<file path="src/shared/lin_err_flags_map.vh">
// Register map, field positions and codes for the LIN error flag bank
// How it works
// RULE1: In LIN mode a received checksum mismatch sets the checksum flag, bit 29.
// RULE2: Checksum type select picks classic or enhanced sum for the compare.
// RULE3: Checksum flag clears on vector read, module reset, software reset, system reset. Here a vector read clears it only while no synch flag is set.
// RULE4: Writing 1 clears the checksum flag; writing 0 leaves it alone.
// RULE5: Checksum flag reads 0 with no error recorded, 1 after one.
// RULE6: In LIN mode an inconsistent synch field sets the synch flag, bit 28.
// RULE7: Synch flag clears on vector read, resets, or a written 1.
// RULE8: Synch flag reads 1 after detection; writing 0 does nothing.
// RULE9: Flags stay set across frames until cleared; repeat detections keep them set.
`ifndef LIN_ERR_FLAGS_MAP_VH
`define LIN_ERR_FLAGS_MAP_VH

// Byte offsets of the registers
`define OFS_GLOBAL_CONTROL_ONE 5'h00
`define OFS_FLAGS              5'h04
`define OFS_VECTOR             5'h08
`define OFS_IRQ_STATUS         5'h0c
`define OFS_IRQ_MASK           5'h10

// Fields of global_control_one
`define GC_LIN_MODE            0
`define GC_CHECKSUM_TYPE       1
`define GC_MODULE_RESET        2
`define GC_SW_RESET            3

// Flag positions in the flags register
`define FLAG_CHECKSUM          29
`define FLAG_SYNCH             28

// Bit positions in the interrupt status and mask registers
`define IRQ_CHECKSUM           1
`define IRQ_SYNCH              0

// Interrupt vector offset codes
`define VEC_NONE               8'h00
`define VEC_SYNCH              8'h01
`define VEC_CHECKSUM           8'h02

// Reset values
`define RST_CONTROL            4'h0
`define RST_IRQ                2'h0

// AXI responses
`define RESP_OKAY              2'h0
`define RESP_SLVERR            2'h2

`endif

</file>
<file path="src/rtl/lin_err_flags.v">
// Checksum and synch field error flags with AXI4-Lite register access
`timescale 1ns/100ps
`include "lin_err_flags_map.vh"

module lin_err_flags
#(
    parameter ADDR_W = 5,
    parameter SUM_W  = 8
)
(
    input  wire              clk,
    input  wire              nrst,
    input  wire [ADDR_W-1:0] s_axi_awaddr,
    input  wire              s_axi_awvalid,
    output reg               s_axi_awready,
    input  wire [31:0]       s_axi_wdata,
    input  wire [3:0]        s_axi_wstrb,
    input  wire              s_axi_wvalid,
    output reg               s_axi_wready,
    output reg  [1:0]        s_axi_bresp,
    output reg               s_axi_bvalid,
    input  wire              s_axi_bready,
    input  wire [ADDR_W-1:0] s_axi_araddr,
    input  wire              s_axi_arvalid,
    output reg               s_axi_arready,
    output reg  [31:0]       s_axi_rdata,
    output reg  [1:0]        s_axi_rresp,
    output reg               s_axi_rvalid,
    input  wire              s_axi_rready,
    input  wire              resp_done,
    input  wire [SUM_W-1:0]  resp_checksum,
    input  wire [SUM_W-1:0]  classic_sum,
    input  wire [SUM_W-1:0]  enhanced_sum,
    input  wire              sync_inconsistent,
    output reg               irq
);

    // Control bits
    reg              lin_mode;
    reg              checksum_type_select;
    reg              module_reset;
    reg              software_reset_control;

    // Sticky error flags
    wire             checksum_error_flag;
    wire             synch_field_error_flag;

    // Interrupt status and mask
    wire [1:0]       irq_status;
    reg  [1:0]       irq_mask;

    // Held write address and data
    reg  [ADDR_W-1:0] aw_addr_q;
    reg  [31:0]       w_data_q;
    reg  [3:0]        w_strb_q;

    // Next values
    wire             next_checksum_error_flag;
    wire             next_synch_field_error_flag;
    wire [1:0]       next_irq_status;
    reg  [31:0]      read_value;
    reg  [1:0]       read_resp;
    reg  [7:0]       vector_code;

    wire             held_in_reset;
    wire             ar_hs;
    wire             do_write;
    wire             read_vector;
    wire             read_status;
    wire [SUM_W-1:0] expected_sum;
    wire             checksum_event;
    wire             synch_event;
    wire             wr_flags;
    wire             vec_clr_checksum;
    wire             vec_clr_synch;
    wire             clr_checksum;
    wire             clr_synch;

    // Module reset bit high or software reset bit low holds flags clear
    assign held_in_reset = module_reset | ~software_reset_control;

    // Expected sum follows the selected checksum variant
    assign expected_sum = checksum_type_select ? enhanced_sum : classic_sum; // RULE2

    // Detections count only in LIN mode and outside module resets
    assign checksum_event = resp_done & lin_mode & ~held_in_reset
                            & (resp_checksum != expected_sum); // RULE1
    assign synch_event    = sync_inconsistent & lin_mode & ~held_in_reset; // RULE6

    // Bus strobes
    assign ar_hs       = s_axi_arvalid & s_axi_arready;
    assign do_write    = ~s_axi_awready & ~s_axi_wready & ~s_axi_bvalid;
    assign read_vector = ar_hs & (s_axi_araddr == `OFS_VECTOR);
    assign read_status = ar_hs & (s_axi_araddr == `OFS_IRQ_STATUS);
    assign wr_flags    = do_write & (aw_addr_q == `OFS_FLAGS) & w_strb_q[3];

    // Vector read clears only the flag it reports
    assign vec_clr_synch    = read_vector & synch_field_error_flag; // RULE7
    assign vec_clr_checksum = read_vector & ~synch_field_error_flag
                              & checksum_error_flag; // RULE3

    // Highest priority pending source; synch ahead of checksum
    always @*
    begin
        if (synch_field_error_flag)
            vector_code = `VEC_SYNCH;
        else if (checksum_error_flag)
            vector_code = `VEC_CHECKSUM;
        else
            vector_code = `VEC_NONE;
    end

    // Clears: a written 1 or a vector read that names the flag
    assign clr_checksum = (wr_flags & w_data_q[`FLAG_CHECKSUM]) | vec_clr_checksum; // RULE4
    assign clr_synch    = (wr_flags & w_data_q[`FLAG_SYNCH]) | vec_clr_synch; // RULE7

    // Checksum error flag; a detection in the clearing cycle wins
    sticky_bit checksum_flag_bit
    (
        .clk       (clk),
        .nrst      (nrst),
        .set_evt   (checksum_event), // RULE9
        .clr_evt   (clr_checksum), // RULE3
        .hold_clr  (held_in_reset), // RULE3
        .next_flag (next_checksum_error_flag),
        .flag      (checksum_error_flag)
    );

    // Synch field error flag; reset bits override everything
    sticky_bit synch_flag_bit
    (
        .clk       (clk),
        .nrst      (nrst),
        .set_evt   (synch_event), // RULE9
        .clr_evt   (clr_synch), // RULE7
        .hold_clr  (held_in_reset), // RULE7
        .next_flag (next_synch_field_error_flag),
        .flag      (synch_field_error_flag)
    );

    // Checksum status bit: sticky, a status read clears it
    sticky_bit checksum_status_bit
    (
        .clk       (clk),
        .nrst      (nrst),
        .set_evt   (checksum_event),
        .clr_evt   (read_status),
        .hold_clr  (held_in_reset),
        .next_flag (next_irq_status[`IRQ_CHECKSUM]),
        .flag      (irq_status[`IRQ_CHECKSUM])
    );

    // Synch status bit: sticky, a status read clears it
    sticky_bit synch_status_bit
    (
        .clk       (clk),
        .nrst      (nrst),
        .set_evt   (synch_event),
        .clr_evt   (read_status),
        .hold_clr  (held_in_reset),
        .next_flag (next_irq_status[`IRQ_SYNCH]),
        .flag      (irq_status[`IRQ_SYNCH])
    );

    // Read data mux; unmapped addresses answer SLVERR with zero data
    always @*
    begin
        read_value = 32'h0000_0000;
        read_resp  = `RESP_OKAY;
        case (s_axi_araddr)
            `OFS_GLOBAL_CONTROL_ONE:
            begin
                read_value[`GC_LIN_MODE]      = lin_mode;
                read_value[`GC_CHECKSUM_TYPE] = checksum_type_select;
                read_value[`GC_MODULE_RESET]  = module_reset;
                read_value[`GC_SW_RESET]      = software_reset_control;
            end
            `OFS_FLAGS:
            begin
                read_value[`FLAG_CHECKSUM] = checksum_error_flag; // RULE5
                read_value[`FLAG_SYNCH]    = synch_field_error_flag; // RULE8
            end
            `OFS_VECTOR:
                read_value[7:0] = vector_code;
            `OFS_IRQ_STATUS:
                read_value[1:0] = irq_status;
            `OFS_IRQ_MASK:
                read_value[1:0] = irq_mask;
            default:
                read_resp = `RESP_SLVERR;
        endcase
    end

    // Interrupt output, follows the status bits in the same cycle
    always @(posedge clk or negedge nrst)
    begin
        if (!nrst)
        begin
            irq <= 1'b0;
        end
        else
        begin
            // Registered so irq comes straight from a flop
            irq <= |(next_irq_status & irq_mask);
        end
    end

    // Control and mask registers, written on the commit cycle
    always @(posedge clk or negedge nrst)
    begin
        if (!nrst)
        begin
            lin_mode               <= 1'b0;
            checksum_type_select   <= 1'b0;
            module_reset           <= 1'b0;
            software_reset_control <= 1'b0;
            irq_mask               <= `RST_IRQ;
        end
        else if (do_write && w_strb_q[0])
        begin
            if (aw_addr_q == `OFS_GLOBAL_CONTROL_ONE)
            begin
                lin_mode               <= w_data_q[`GC_LIN_MODE];
                checksum_type_select   <= w_data_q[`GC_CHECKSUM_TYPE];
                module_reset           <= w_data_q[`GC_MODULE_RESET];
                software_reset_control <= w_data_q[`GC_SW_RESET];
            end
            if (aw_addr_q == `OFS_IRQ_MASK)
                irq_mask <= w_data_q[1:0];
        end
    end

    // Write channels: take address and data in either order, one at a time
    always @(posedge clk or negedge nrst)
    begin
        if (!nrst)
        begin
            s_axi_awready <= 1'b1;
            s_axi_wready  <= 1'b1;
            s_axi_bvalid  <= 1'b0;
            s_axi_bresp   <= `RESP_OKAY;
            aw_addr_q     <= {ADDR_W{1'b0}};
            w_data_q      <= 32'h0000_0000;
            w_strb_q      <= 4'h0;
        end
        else
        begin
            if (s_axi_awvalid && s_axi_awready)
            begin
                aw_addr_q     <= s_axi_awaddr;
                s_axi_awready <= 1'b0;
            end
            if (s_axi_wvalid && s_axi_wready)
            begin
                w_data_q     <= s_axi_wdata;
                w_strb_q     <= s_axi_wstrb;
                s_axi_wready <= 1'b0;
            end
            // Commit one cycle after both are held
            if (do_write)
            begin
                s_axi_bvalid <= 1'b1;
                case (aw_addr_q)
                    `OFS_GLOBAL_CONTROL_ONE,
                    `OFS_FLAGS,
                    `OFS_VECTOR,
                    `OFS_IRQ_STATUS,
                    `OFS_IRQ_MASK:
                        s_axi_bresp <= `RESP_OKAY;
                    default:
                        s_axi_bresp <= `RESP_SLVERR;
                endcase
            end
            // Readiness returns only after the response is taken
            if (s_axi_bvalid && s_axi_bready)
            begin
                s_axi_bvalid  <= 1'b0;
                s_axi_awready <= 1'b1;
                s_axi_wready  <= 1'b1;
            end
        end
    end

    // Read channel: data and side effects both fixed at the address edge
    always @(posedge clk or negedge nrst)
    begin
        if (!nrst)
        begin
            s_axi_arready <= 1'b1;
            s_axi_rvalid  <= 1'b0;
            s_axi_rdata   <= 32'h0000_0000;
            s_axi_rresp   <= `RESP_OKAY;
        end
        else if (ar_hs)
        begin
            s_axi_arready <= 1'b0;
            s_axi_rvalid  <= 1'b1;
            s_axi_rdata   <= read_value;
            s_axi_rresp   <= read_resp;
        end
        else if (s_axi_rvalid && s_axi_rready)
        begin
            s_axi_rvalid  <= 1'b0;
            s_axi_arready <= 1'b1;
        end
    end

endmodule

// One sticky bit: a held clear beats a set, and a set beats a clear
module sticky_bit
(
    input  wire clk,
    input  wire nrst,
    input  wire set_evt,
    input  wire clr_evt,
    input  wire hold_clr,
    output reg  next_flag,
    output reg  flag
);

    // Next value; a set in a clearing cycle is kept so no event is lost
    always @*
    begin
        next_flag = flag;
        if (clr_evt)
            next_flag = 1'b0;
        if (set_evt)
            next_flag = 1'b1; // RULE9
        // Held module or software reset overrides both
        if (hold_clr)
            next_flag = 1'b0;
    end

    // Bit register
    always @(posedge clk or negedge nrst)
    begin
        if (!nrst)
            flag <= 1'b0;
        else
            flag <= next_flag;
    end

endmodule

</file>
<file path="config.mk">
export PLATFORM = sky130hd
export DESIGN_NAME = lin_err_flags
export DESIGN_NICKNAME = d
export VERILOG_FILES = /design/src/rtl/lin_err_flags.v
export VERILOG_INCLUDE_DIRS = /design/src /design/src/shared
export SDC_FILE = /design/constraint.sdc
export NUM_CORES = 1
export LEC_CHECK = 0
export BUFFER_PORTS_ARGS = -buffer_cell sky130_fd_sc_hd__buf_2
export CORE_ASPECT_RATIO = 0.5
export CORE_MARGIN = 5
export CORE_UTILIZATION = 46
export CTS_CLUSTER_DIAMETER = 60
export DETAILED_ROUTE_END_ITERATION = 12
export GPL_TIMING_DRIVEN = 0
export PLACE_DENSITY = 0.85
export SYNTH_ARGS = -nofsm -noshare
export SYNTH_HDL_FRONTEND = slang
export SYNTH_SLANG_ARGS = --single-unit
</file>
<file path="constraint.sdc">
create_clock -name clk -period 2.9 [get_ports clk]
set_input_delay 0.58 -clock clk [delete_from_list [all_inputs] [get_ports clk]]
set_output_delay 0.58 -clock clk [all_outputs]
set_load 0.02 [all_outputs]
</file>
==> impl_metrics.env, run 1 <==
export IMPL_io_buffer_count=63
export IMPL_cts_buffers=5
export IMPL_syn_area_per_cell_um2=11.2
export IMPL_cts_num_sinks=37
export IMPL_worstSetupPathType="flip-flop to flip-flop"
export IMPL_hold_violations=0
export IMPL_min_period_ps=1890
export IMPL_swShare_pct=33.3
export IMPL_status="completed"
export IMPL_dieArea_um2=5770
export IMPL_powerDensity_nw_per_um2=735
export IMPL_reg2regPathDepth=5
export IMPL_yosysMostFrequentCell="dfrtp_1"
export IMPL_synth_top_family_by_area="multiplexers"
export IMPL_setup_viol=0
export IMPL_dpl_worst_slack_ps=931
export IMPL_core_um2=4000
export IMPL_critPathSlowestCell="or3_4"
export IMPL_die_w_um=103
export IMPL_drt_wirelength_per_cell_um=13.6
export IMPL_syn_area_um2=1970
export IMPL_drt_iter0_drc=67
export IMPL_hold_class="primary input to asynchronous set/reset pin"
export IMPL_p_int_mw=1.26
export IMPL_async_flop_share_pct=100
export IMPL_max_stage_delay_ps=420
export IMPL_areaGrowthSynthToFinish_pct=30.3
export IMPL_synth_adder_area_share_pct=0
export IMPL_cts_tree="done"
export IMPL_power_switching_mw=0.629
export IMPL_synth_edf_count=0
export IMPL_synth_main_ff_cell="dfrtp_1"
export IMPL_power_leakage_nw=1.30
export IMPL_die_h_um=56.3
export IMPL_drive_above_1_share_pct=46.0
export IMPL_drc_errors=0
export IMPL_worstMarginPinSlew_ps=813
export IMPL_design_area_um2=2560
export IMPL_tns_ps=0
export IMPL_cp_startpoint="s_axi_wready$_DFFE_PN1P_"
export IMPL_final_net_count=352
export IMPL_vias=1540
export IMPL_track_usage_pct=15.6
export IMPL_fillCellCount=337
export IMPL_placed_area_um2=2450
export IMPL_r2r_start="s_axi_wready$_DFFE_PN1P_"
export IMPL_antenna_cells=0
export IMPL_synth_area_top_cells="dfrtp_1 (43%), mux2_2 (11%), buf_4 (11%), mux2i_1 (6.1%), dfstp_2 (4.0%)"
export IMPL_placed_cells=320
export IMPL_wl_um=4470
export IMPL_grt_max_degree=38
export IMPL_root_buffer="clkbuf_8"
export IMPL_peakVddDrop_uv=497
export IMPL_netlist_instances=176
export IMPL_drv_cap=0
export IMPL_startpoint_type="flip-flop"
export IMPL_drv_slew=0
export IMPL_cts_path_max_buffers=2
export IMPL_synth_simple_area_share_pct=10.1
export IMPL_cts_hold_buf=0
export IMPL_htreeDepth=2
export IMPL_end_kind="flip-flop"
export IMPL_clk_pin_slew_worst_paths_ps=80
export IMPL_yosysTopAreaCell="dfrtp_1"
export IMPL_cp_max_fo=4
export IMPL_synth_common_cells="dfrtp_1 (34), buf_4 (28), mux2_2 (19), nand2_1 (15), mux2i_1 (12)"
export IMPL_synth_warnings=0
export IMPL_clk_latency_ps=290
export IMPL_fin_ws_ps=1010
export IMPL_cts_setup_buffers=0
export IMPL_ys_seq_area_share_pct=47.2
export IMPL_vias_per_cell=4.70
export IMPL_fmax_ghz=0.529
export IMPL_boundaryPins=121
export IMPL_firstDrtPassIters=4
export IMPL_dp_hpwl_um=3590
export IMPL_required_ps=3070
export IMPL_rows=16
export IMPL_grt_overflow=0
export IMPL_start_util_pct=49.2
export IMPL_power_frac_comb_pct=31.5
export IMPL_worstPathCellList="or3_4 -> nor4_4 -> and2b_1 -> and3b_4 -> mux2_2"
export IMPL_synth_compound_area_share_pct=9.66
export IMPL_place_gp_congestion=0.761
export IMPL_finalCritPeriodShare_pct=65.2
export IMPL_pwr_share_clk_pct=23.4
export IMPL_seq_area_um2=930
export IMPL_grt_pass1_wl_um=7080
export IMPL_multi_input_area_um2=898
export IMPL_final_cells=328
export IMPL_synthMuxAreaShare_pct=17.0
export IMPL_yosysUniqueCellTypes=36
export IMPL_ctsResizeCount=0
export IMPL_synth_xor_area_share_pct=3.56
export IMPL_antenna_found_initial=0
export IMPL_ant_nets=0
export IMPL_sequentialPowerShare_pct=45.1
export IMPL_fin_worst_skew_ps=7.35
export IMPL_synth_seq_cells=37
export IMPL_grt_pass1_vias=1554
export IMPL_max_slew_margin_pct=45.8
export IMPL_cp_data_arrival_time_ps=2060
export IMPL_rsz0062_at_grt="no"
export IMPL_synth_top_area_share_pct=43.2
## layout make-up
cell class / instances / area share (%)
Sequential cell: 37 / 36.3
Inverter: 5 / 0.732
Multi-Input combinational cell: 130 / 35.0
Clock buffer: 6 / 2.83
Buffer: 31 / 8.69
Timing Repair Buffer: 63 / 12.3
Tap cell: 54 / 2.64
Clock inverter: 2 / 1.51
## metrics by stage
stage               power [mW]  util, %  hold WS (ps)
floorplan                 1.27        -           284
global placement          1.40     61.3           457
detailed placement        1.45     61.3           467
CTS                       1.89     64.0           402
global route              2.00     64.0           443
finish                    1.89     64.0           381
## critical path: cells and delay by family (launching register included)
family / cells / cell delay (ps)
muxes: 1 / 340
DFF: 1 / 390
and+or+nand+nor: 4 / 1050
## power by group through the flow
stage	Clock (mW)	Combinational (mW)	Sequential [mW]
floorplan	0	0.409	0.857
global placement	0	0.569	0.836
detailed placement	0	0.595	0.855
CTS	0.450	0.598	0.847
global route	0.471	0.645	0.879
finish	0.441	0.593	0.851
## registers in the layout (all words and copies together) (netlist names), 2 cells and up
register,cells
aw_addr_q,5
irq_mask,2
s_axi_rdata,6
w_data_q,6
w_strb_q,2
## cell usage in the layout (no fill, tap or decap), drive strengths merged
cell type,synthesis,final
a21o,1,1
a21oi,4,4
a22o,3,3
a22oi,1,1
a31o,2,2
a32oi,1,1
a41o,1,1
a41oi,1,1
and2b,1,1
and3b,1,1
buf,29,92
bufinv,0,1
clkbuf,2,8
clkinv,0,1
conb,1,28
dfrtp,34,34
dfstp,3,3
inv,5,5
mux2,19,19
mux2i,12,12
nand2,15,15
nand2b,2,2
nand3,2,2
nand4,1,1
nand4b,1,1
nor2,4,4
nor2b,1,1
nor3,1,1
nor4,4,4
o21ai,10,10
o22a,2,2
o2bb2ai,1,1
o31ai,1,1
or3,1,1
or4,1,1
xnor2,8,8
## cells by family after synthesis
family,count (synthesis)
AO/OA/AOI/OAI,28
XOR/XNOR,8
buffers and inverters,36
flip-flops,37
multiplexers,31
other,1
AND/OR/NAND/NOR,35
## path summary, 6_finish.rpt
kind / to / slack, ps
worst max-delay path: lin_mode$_DFFE_PN0P_ / 1010
worst min-delay path: s_axi_bresp[1]$_DFFE_PN0N_ / 380
worst max register to register: lin_mode$_DFFE_PN0P_ / 1010
worst min register to register: s_axi_rdata[3]$_DFFE_PN0N_ / 480
max in group asynchronous: s_axi_rvalid$_DFFE_PN0P_ / 2000
min in group clk: s_axi_awready$_DFFE_PN1P_ / 450
## metal layers
layer	routed length, um	global-route usage [%]
met5	0	0
met2	2320	29.0
met1	1770	17.5
met4	36	3.74
met3	344	4.33
Power figures use the tool's default switching activity.
==> run 2: changes to the inputs <==
--- a/config.mk
+++ b/config.mk
@@ -6,14 +6,15 @@
 export SDC_FILE = /design/constraint.sdc
 export NUM_CORES = 1
 export LEC_CHECK = 0
+export ABC_AREA = 1
 export BUFFER_PORTS_ARGS = -buffer_cell sky130_fd_sc_hd__buf_2
 export CORE_ASPECT_RATIO = 0.5
 export CORE_MARGIN = 5
-export CORE_UTILIZATION = 46
+export CORE_UTILIZATION = 44
 export CTS_CLUSTER_DIAMETER = 60
 export DETAILED_ROUTE_END_ITERATION = 12
 export GPL_TIMING_DRIVEN = 0
-export PLACE_DENSITY = 0.85
+export PLACE_DENSITY = 0.81
 export SYNTH_ARGS = -nofsm -noshare
 export SYNTH_HDL_FRONTEND = slang
 export SYNTH_SLANG_ARGS = --single-unit
==> constraint.sdc (replaced) <==
create_clock -name clk -period 2 [get_ports clk]
set_input_delay 0.4 -clock clk [delete_from_list [all_inputs] [get_ports clk]]
set_output_delay 0.4 -clock clk [all_outputs]
set_load 0.02 [all_outputs]
==> run 2 against run 1 <==
Core utilization down 5.0 points. Cell area increased by 2.3%. Clock-buffer cell count increased by 2. Final cell count increased by 27%. Fmax increased by 32%. Power is 39% higher. Critical path depth is 7 higher. Synthesized cell count rose by 49%. Combinational power rose by 61%. Sequential share of layout area fell by 0.83 points.
==> impl_metrics.env, run 2 <==
export IMPL_status="completed"
export IMPL_ctsResizeCount=0
export IMPL_design_area_um2=2620
export IMPL_synth_warnings=0
export IMPL_powerDensity_nw_per_um2=998
export IMPL_place_gp_congestion=0.745
export IMPL_worstSetupPathType="flip-flop to flip-flop"
export IMPL_synth_top_area_share_pct=41.5
export IMPL_firstDrtPassIters=4
export IMPL_synth_area_top_cells="dfrtp_1 (41%), nand2_1 (17%), buf_4 (10%), mux2_2 (5.5%), inv_1 (4.9%)"
export IMPL_min_period_ps=1430
export IMPL_areaGrowthSynthToFinish_pct=27.9
export IMPL_hold_violations=0
export IMPL_synth_edf_count=0
export IMPL_htreeDepth=2
export IMPL_seq_area_um2=930
export IMPL_cts_buffers=5
export IMPL_power_frac_comb_pct=36.4
export IMPL_placed_area_um2=2540
export IMPL_p_int_mw=1.65
export IMPL_cp_max_fo=10
export IMPL_grt_max_degree=38
export IMPL_yosysTopAreaCell="dfrtp_1"
export IMPL_sequentialPowerShare_pct=44.7
export IMPL_synth_common_cells="nand2_1 (92), dfrtp_1 (34), buf_4 (28), inv_1 (27), nor2_1 (15)"
export IMPL_critPathSlowestCell="dfrtp_1"
export IMPL_start_util_pct=46.1
export IMPL_rsz0062_at_grt="no"
export IMPL_drt_wirelength_per_cell_um=11.3
export IMPL_antenna_found_initial=0
export IMPL_clk_latency_ps=290
export IMPL_fin_worst_skew_ps=5.62
export IMPL_final_net_count=439
export IMPL_async_flop_share_pct=100
export IMPL_drive_above_1_share_pct=31.3
export IMPL_fin_hold_ws_ps=197
export IMPL_fmax_ghz=0.700
export IMPL_syn_area_um2=2050
export IMPL_final_cells=418
export IMPL_dp_hpwl_um=3810
export IMPL_track_usage_pct=15.1
export IMPL_grt_busiest_layer="met2"
export IMPL_drv_cap=0
export IMPL_required_ps=2180
export IMPL_finalCritPeriodShare_pct=71.5
export IMPL_antenna_cells=0
export IMPL_synth_seq_cells=37
export IMPL_final_cell_mix="nand2_1 (92), buf_2 (64), dfrtp_1 (34)"
export IMPL_crit_path_frequent_cell="nand2_1"
export IMPL_largestRegisters="s_axi_rdata (6), w_data_q (6), aw_addr_q (5)"
export IMPL_peakVddDrop_uv=718
export IMPL_cts_path_max_buffers=2
export IMPL_ant_nets=0
export IMPL_die_w_um=107
export IMPL_cts_num_sinks=37
export IMPL_worstMarginPinSlew_ps=795
export IMPL_yosysUniqueCellTypes=21
export IMPL_use_met3_pct=6.01
export IMPL_drt_iter0_drc=81
export IMPL_drc_errors=0
export IMPL_startpoint_type="flip-flop"
export IMPL_use_met2_pct=29.1
export IMPL_grt_pass1_vias=1788
export IMPL_netlist_instances=262
export IMPL_grt_overflow=0
export IMPL_use_met1_pct=14.8
export IMPL_worstPathCellList="inv_2 -> nand2_1 -> nand2_1 -> nand2_1 -> nand2_1 -> nand2_1 -> nor2_1 -> nand2_1 -> nand2_2 -> nand2_1 -> nand3_1 -> nand2_1"
export IMPL_max_stage_delay_ps=410
export IMPL_yosysMostFrequentCell="nand2_1"
export IMPL_vias_per_cell=4.56
export IMPL_cts_setup_buffers=0
export IMPL_placed_cells=410
export IMPL_multi_input_area_um2=892
export IMPL_syn_area_per_cell_um2=7.83
export IMPL_wl_um=4710
export IMPL_final_common_cell="nand2_1"
export IMPL_clk_pin_slew_worst_paths_ps=70
export IMPL_pwr_share_clk_pct=18.9
export IMPL_max_slew_margin_pct=47.0
export IMPL_root_buffer="clkbuf_8"
export IMPL_cts_hold_buf=0
export IMPL_tns_ps=0
export IMPL_io_buffer_count=64
export IMPL_cp_data_arrival_time_ps=1610
export IMPL_boundaryPins=121
export IMPL_core_um2=4450
export IMPL_dieArea_um2=6210
export IMPL_swShare_pct=37.1
export IMPL_power_leakage_nw=1.52
export IMPL_hold_class="primary input to asynchronous set/reset pin"
export IMPL_end_kind="flip-flop"
export IMPL_cts_tree="done"
export IMPL_rows=17
export IMPL_grt_pass1_wl_um=7420
export IMPL_power_switching_mw=0.972
export IMPL_synth_main_ff_cell="dfrtp_1"
export IMPL_fillCellCount=415
export IMPL_setup_viol=0
export IMPL_die_h_um=58.3
export IMPL_vias=1907
export IMPL_drv_slew=0
export IMPL_ys_seq_area_share_pct=45.3
-- run 2: cell types whose count changed in the layout (fill, tap and decap cells not counted), sizes merged, moves of 6 or more --
cell    previous run  this run
mux2i             12         0
inv                5        28
mux2              19        10
xnor2              8         0
nand2             15        93
nand3              2        14
nand3b             0         6
nor2               4        15
-- run 2: logic make-up (layout without fill, tap and decap cells) --
group	Yosys count	in the layout	synth area share, %
AO/OA/AOI/OAI	22	22	5.86
flip-flops	37	37	45.3
other	1	28	0.183
multiplexers	10	10	5.49
AND/OR/NAND/NOR	134	134	27.0
buffers and inverters	58	130	16.1
-- run 2: metal layers --
layer	wire, um	up-vias
met4	72	0
met5	0	-
li1	-	965
met3	533	9
met1	1820	855
met2	2280	78
-- run 2: final timing paths --
| check | cells past startpoint | end | from | slack, ps |
|---|---|---|---|---|
| min reg2reg | 2 | s_axi_rdata[2]$_DFFE_PN0N_ | s_axi_rdata[2]$_DFFE_PN0N_ | 480 |
| min in group clk | 2 | s_axi_awready$_DFFE_PN1P_ | s_axi_awvalid | 290 |
| max | 12 | irq$_DFF_PN0_ | checksum_type_select$_DFFE_PN0P_ | 570 |
| min | 1 | w_data_q[3]$_DFFE_PN0P_ | nrst | 200 |
| max reg2reg | 12 | irq$_DFF_PN0_ | checksum_type_select$_DFFE_PN0P_ | 570 |
| max in group asynchronous | 1 | s_axi_bvalid$_DFFE_PN0P_ | nrst | 1300 |
-- run 2: area by class of cell --
cell class,instances,area share [%]
clock buffer,8,3.05
timing repair buffer,64,12.2
tap,57,2.72
buffer,30,8.58
inverter,28,4.01
multi-input combinational,194,34.0
sequential,37,35.4
-- run 2: stage by stage --
step	power, mW	util, %	setup WS (ps)
after global placement	2.10	57.2	483
after CTS	2.65	59.0	516
final	2.62	59.0	571
after detailed placement	2.15	57.2	403
after global routing	2.82	59.0	392
after floorplan	1.85	-	714
-- run 2: critical path: cells and delay by family, from the launching register on --
kind | cells | cell delay [ps]
buffers and inverters | 1 | 170
AND/OR/NAND/NOR | 11 | 740
flip-flops | 1 | 410
-- run 2: power groups by stage --
| stage | registers (mW) | clock network (mW) | logic (mW) |
|---|---|---|---|
| floorplan | 1.23 | 0 | 0.622 |
| global placement | 1.17 | 0 | 0.931 |
| detailed placement | 1.18 | 0 | 0.965 |
| CTS | 1.17 | 0.509 | 0.965 |
| global route | 1.21 | 0.542 | 1.07 |
| finish | 1.17 | 0.496 | 0.954 |
==> run 3: changes to the inputs <==
--- a/config.mk
+++ b/config.mk
@@ -10,11 +10,11 @@
 export BUFFER_PORTS_ARGS = -buffer_cell sky130_fd_sc_hd__buf_2
 export CORE_ASPECT_RATIO = 0.5
 export CORE_MARGIN = 5
-export CORE_UTILIZATION = 44
+export CORE_UTILIZATION = 39
 export CTS_CLUSTER_DIAMETER = 60
 export DETAILED_ROUTE_END_ITERATION = 12
 export GPL_TIMING_DRIVEN = 0
-export PLACE_DENSITY = 0.81
+export PLACE_DENSITY = 0.76
 export SYNTH_ARGS = -nofsm -noshare
 export SYNTH_HDL_FRONTEND = slang
 export SYNTH_SLANG_ARGS = --single-unit
==> constraint.sdc (replaced) <==
create_clock -name clk -period 1.25 [get_ports clk]
set_input_delay 0.25 -clock clk [delete_from_list [all_inputs] [get_ports clk]]
set_output_delay 0.25 -clock clk [all_outputs]
set_load 0.02 [all_outputs]
==> run 3 against run 2 <==
The run now ends with negative setup slack left. First-iteration DRC count grew 11%. Die area grew 11%. Clock-buffer cell count is the same. Flip-flop and latch count is the same. Fmax shrank 1.5%. Cell area grew 6.4%. Combinational power grew 92%. Non-clock buffer count grew 6. Global-route usage shrank 0.15 points. Sequential share of layout area shrank 2.1 points. Critical path type unchanged. Largest power group unchanged.
==> impl_metrics.env, run 3 (synthesis results as in run 2) <==
export IMPL_status="finished, violations left"
export IMPL_violations="negative setup slack"
export IMPL_hold_class="primary input to asynchronous set/reset pin"
export IMPL_startpoint_type="flip-flop"
export IMPL_critPathBufInv=2
export IMPL_fin_worst_skew_ps=4.79
export IMPL_reg2regPathDepth=10
export IMPL_largestRegisters="s_axi_rdata (6), w_data_q (6), aw_addr_q (5)"
export IMPL_cts_hold_buf=0
export IMPL_areaGrowthSynthToFinish_pct=36.2
export IMPL_pwr_share_clk_pct=16.9
export IMPL_worstMarginPinSlew_ps=801
export IMPL_power_leakage_nw=1.59
export IMPL_swShare_pct=37.9
export IMPL_cts_num_sinks=37
export IMPL_die_w_um=113
export IMPL_drc_errors=0
export IMPL_place_gp_congestion=0.893
export IMPL_drv_cap=0
export IMPL_seq_area_um2=932
export IMPL_drive_above_1_share_pct=38.9
export IMPL_min_period_ps=1450
export IMPL_cp_data_arrival_time_ps=1610
export IMPL_grt_pass1_wl_um=8350
export IMPL_sequentialPowerShare_pct=42.6
export IMPL_start_util_pct=41.0
export IMPL_dieArea_um2=6900
export IMPL_finalCritPeriodShare_pct=116
export IMPL_worstSetupPathType="flip-flop to flip-flop"
export IMPL_final_core_util_pct=55.9
export IMPL_fin_ws_ps=-201
export IMPL_vias_per_cell=4.41
export IMPL_io_buffer_count=64
export IMPL_drt_wirelength_per_cell_um=11.2
export IMPL_grt_overflow=0
export IMPL_clk_pin_slew_worst_paths_ps=70
export IMPL_multi_input_area_um2=963
export IMPL_antenna_found_initial=0
export IMPL_final_net_count=446
export IMPL_core_um2=5000
export IMPL_track_usage_pct=14.9
export IMPL_final_cell_mix="nand2_1 (82), buf_2 (61), buf_4 (33)"
export IMPL_max_stage_delay_ps=470
export IMPL_clk_latency_ps=280
export IMPL_drv_slew=0
export IMPL_max_slew_margin_pct=46.6
export IMPL_cts_buffers=5
export IMPL_rows=18
export IMPL_setup_viol=3
export IMPL_crit_family="simple AND/OR/NAND/NOR gates"
export IMPL_fin_hold_ws_ps=56.5
export IMPL_power_switching_mw=1.71
export IMPL_cp_endpoint="checksum_flag_bit.flag$_DFFE_PN0P_"
export IMPL_worstPathCellList="buf_6 -> nand2_1 -> nand3b_1 -> nand2_1 -> nand2_1 -> nor2_1 -> nand2_2 -> nand2_2 -> buf_4 -> nand2_1"
export IMPL_cts_path_max_buffers=2
export IMPL_crit_path_frequent_cell="nand2_1"
export IMPL_grt_max_degree=38
export IMPL_ant_nets=0
export IMPL_cp_max_fo=5
export IMPL_power_frac_comb_pct=40.5
export IMPL_firstDrtPassIters=4
export IMPL_rsz0062_at_grt="yes"
export IMPL_cts_tree="done"
export IMPL_critPathSlowestCell="dfrtp_2"
export IMPL_antenna_cells=0
export IMPL_boundaryPins=121
export IMPL_p_int_mw=2.81
export IMPL_dp_hpwl_um=3870
export IMPL_fillCellCount=476
export IMPL_root_buffer="clkbuf_8"
export IMPL_htreeDepth=2
export IMPL_r2r_setup_slack_ps=-200
export IMPL_cp_num_cells=10
export IMPL_hold_violations=0
export IMPL_wl_um=4900
export IMPL_final_common_cell="nand2_1"
export IMPL_peakVddDrop_uv=1260
export IMPL_drt_iter0_drc=90
export IMPL_reg2reg_to="checksum_flag_bit.flag$_DFFE_PN0P_"
export IMPL_vias=1933
export IMPL_required_ps=1410
export IMPL_finalPower_mw=4.53
export IMPL_end_kind="flip-flop"
export IMPL_grt_pass1_vias=1905
export IMPL_r2r_start="checksum_type_select$_DFFE_PN0P_"
export IMPL_fmax_ghz=0.689
export IMPL_powerDensity_nw_per_um2=1620
export IMPL_cp_startpoint="checksum_type_select$_DFFE_PN0P_"
export IMPL_die_h_um=61.3
-- run 3: changes by cell type in the layout (fill, tap and decap cells not counted), sizes merged --
cell    change
buf         +6
clkinv      +2
inv         -1
-- run 3: worst min-delay path by stage --
stage / startpoint / to / slack, ps / depth (start not counted)
finish: nrst / s_axi_bvalid$_DFFE_PN0P_ / 60 / 1
global route: nrst / w_data_q[2]$_DFFE_PN0P_ / 120 / 1
CTS: nrst / w_data_q[2]$_DFFE_PN0P_ / 90 / 1
detailed placement: nrst / s_axi_bvalid$_DFFE_PN0P_ / 390 / 1
global placement: nrst / aw_addr_q[1]$_DFFE_PN0P_ / 370 / 1
floorplan: nrst / aw_addr_q[0]$_DFFE_PN0P_ / -50 / 0
-- run 3: final cells by class --
type,count,share of cell area (%)
Sequential cell,37,33.4
Buffer,30,8.11
Tap cell,70,3.14
Inverter,28,3.94
Timing Repair Buffer,70,13.9
Multi-Input combinational cell,194,34.5
Clock buffer,8,2.87
Timing Repair inverter,1,0.179
-- run 3: layer usage --
| layer | wire, um | up-vias | share of wire (%) | track usage [%] |
|---|---|---|---|---|
| met5 | 0 | - | 0 | 0 |
| met4 | 46 | 0 | 0.94 | 4.45 |
| met3 | 352 | 7 | 7.2 | 4.22 |
| met2 | 2480 | 70 | 51 | 28.1 |
| met1 | 2020 | 875 | 41 | 17.1 |
| li1 | - | 981 | - | - |
-- run 3: power groups by stage --
stage / Sequential, mW / Combinational, mW / Clock [mW]
after global routing: 1.99 / 2.06 / 0.860
after CTS: 1.90 / 1.67 / 0.793
after floorplan: 1.98 / 0.999 / 0
final: 1.93 / 1.83 / 0.764
after global placement: 1.87 / 1.50 / 0
after detailed placement: 1.89 / 1.56 / 0
-- run 3: repair_timing --
item / CTS / global route
cloned: 1 / 1
pin swaps: 6 / 9
setup endpoints to repair: 16 / 16
setup buffers: 2 / 3
gates resized for setup: 13 / 29
-- run 3: stage by stage --
step | instance area (um2) | setup TNS (ps) | setup slack (ps) | std cells
global placement | 2560 | -738 | -240 | 423
global route | 2790 | -1190 | -366 | 438
floorplan | 2160 | 0 | 4.76 | 289
CTS | 2700 | -457 | -213 | 434
detailed placement | 2560 | -1260 | -273 | 423
finish | 2790 | -580 | -201 | 438
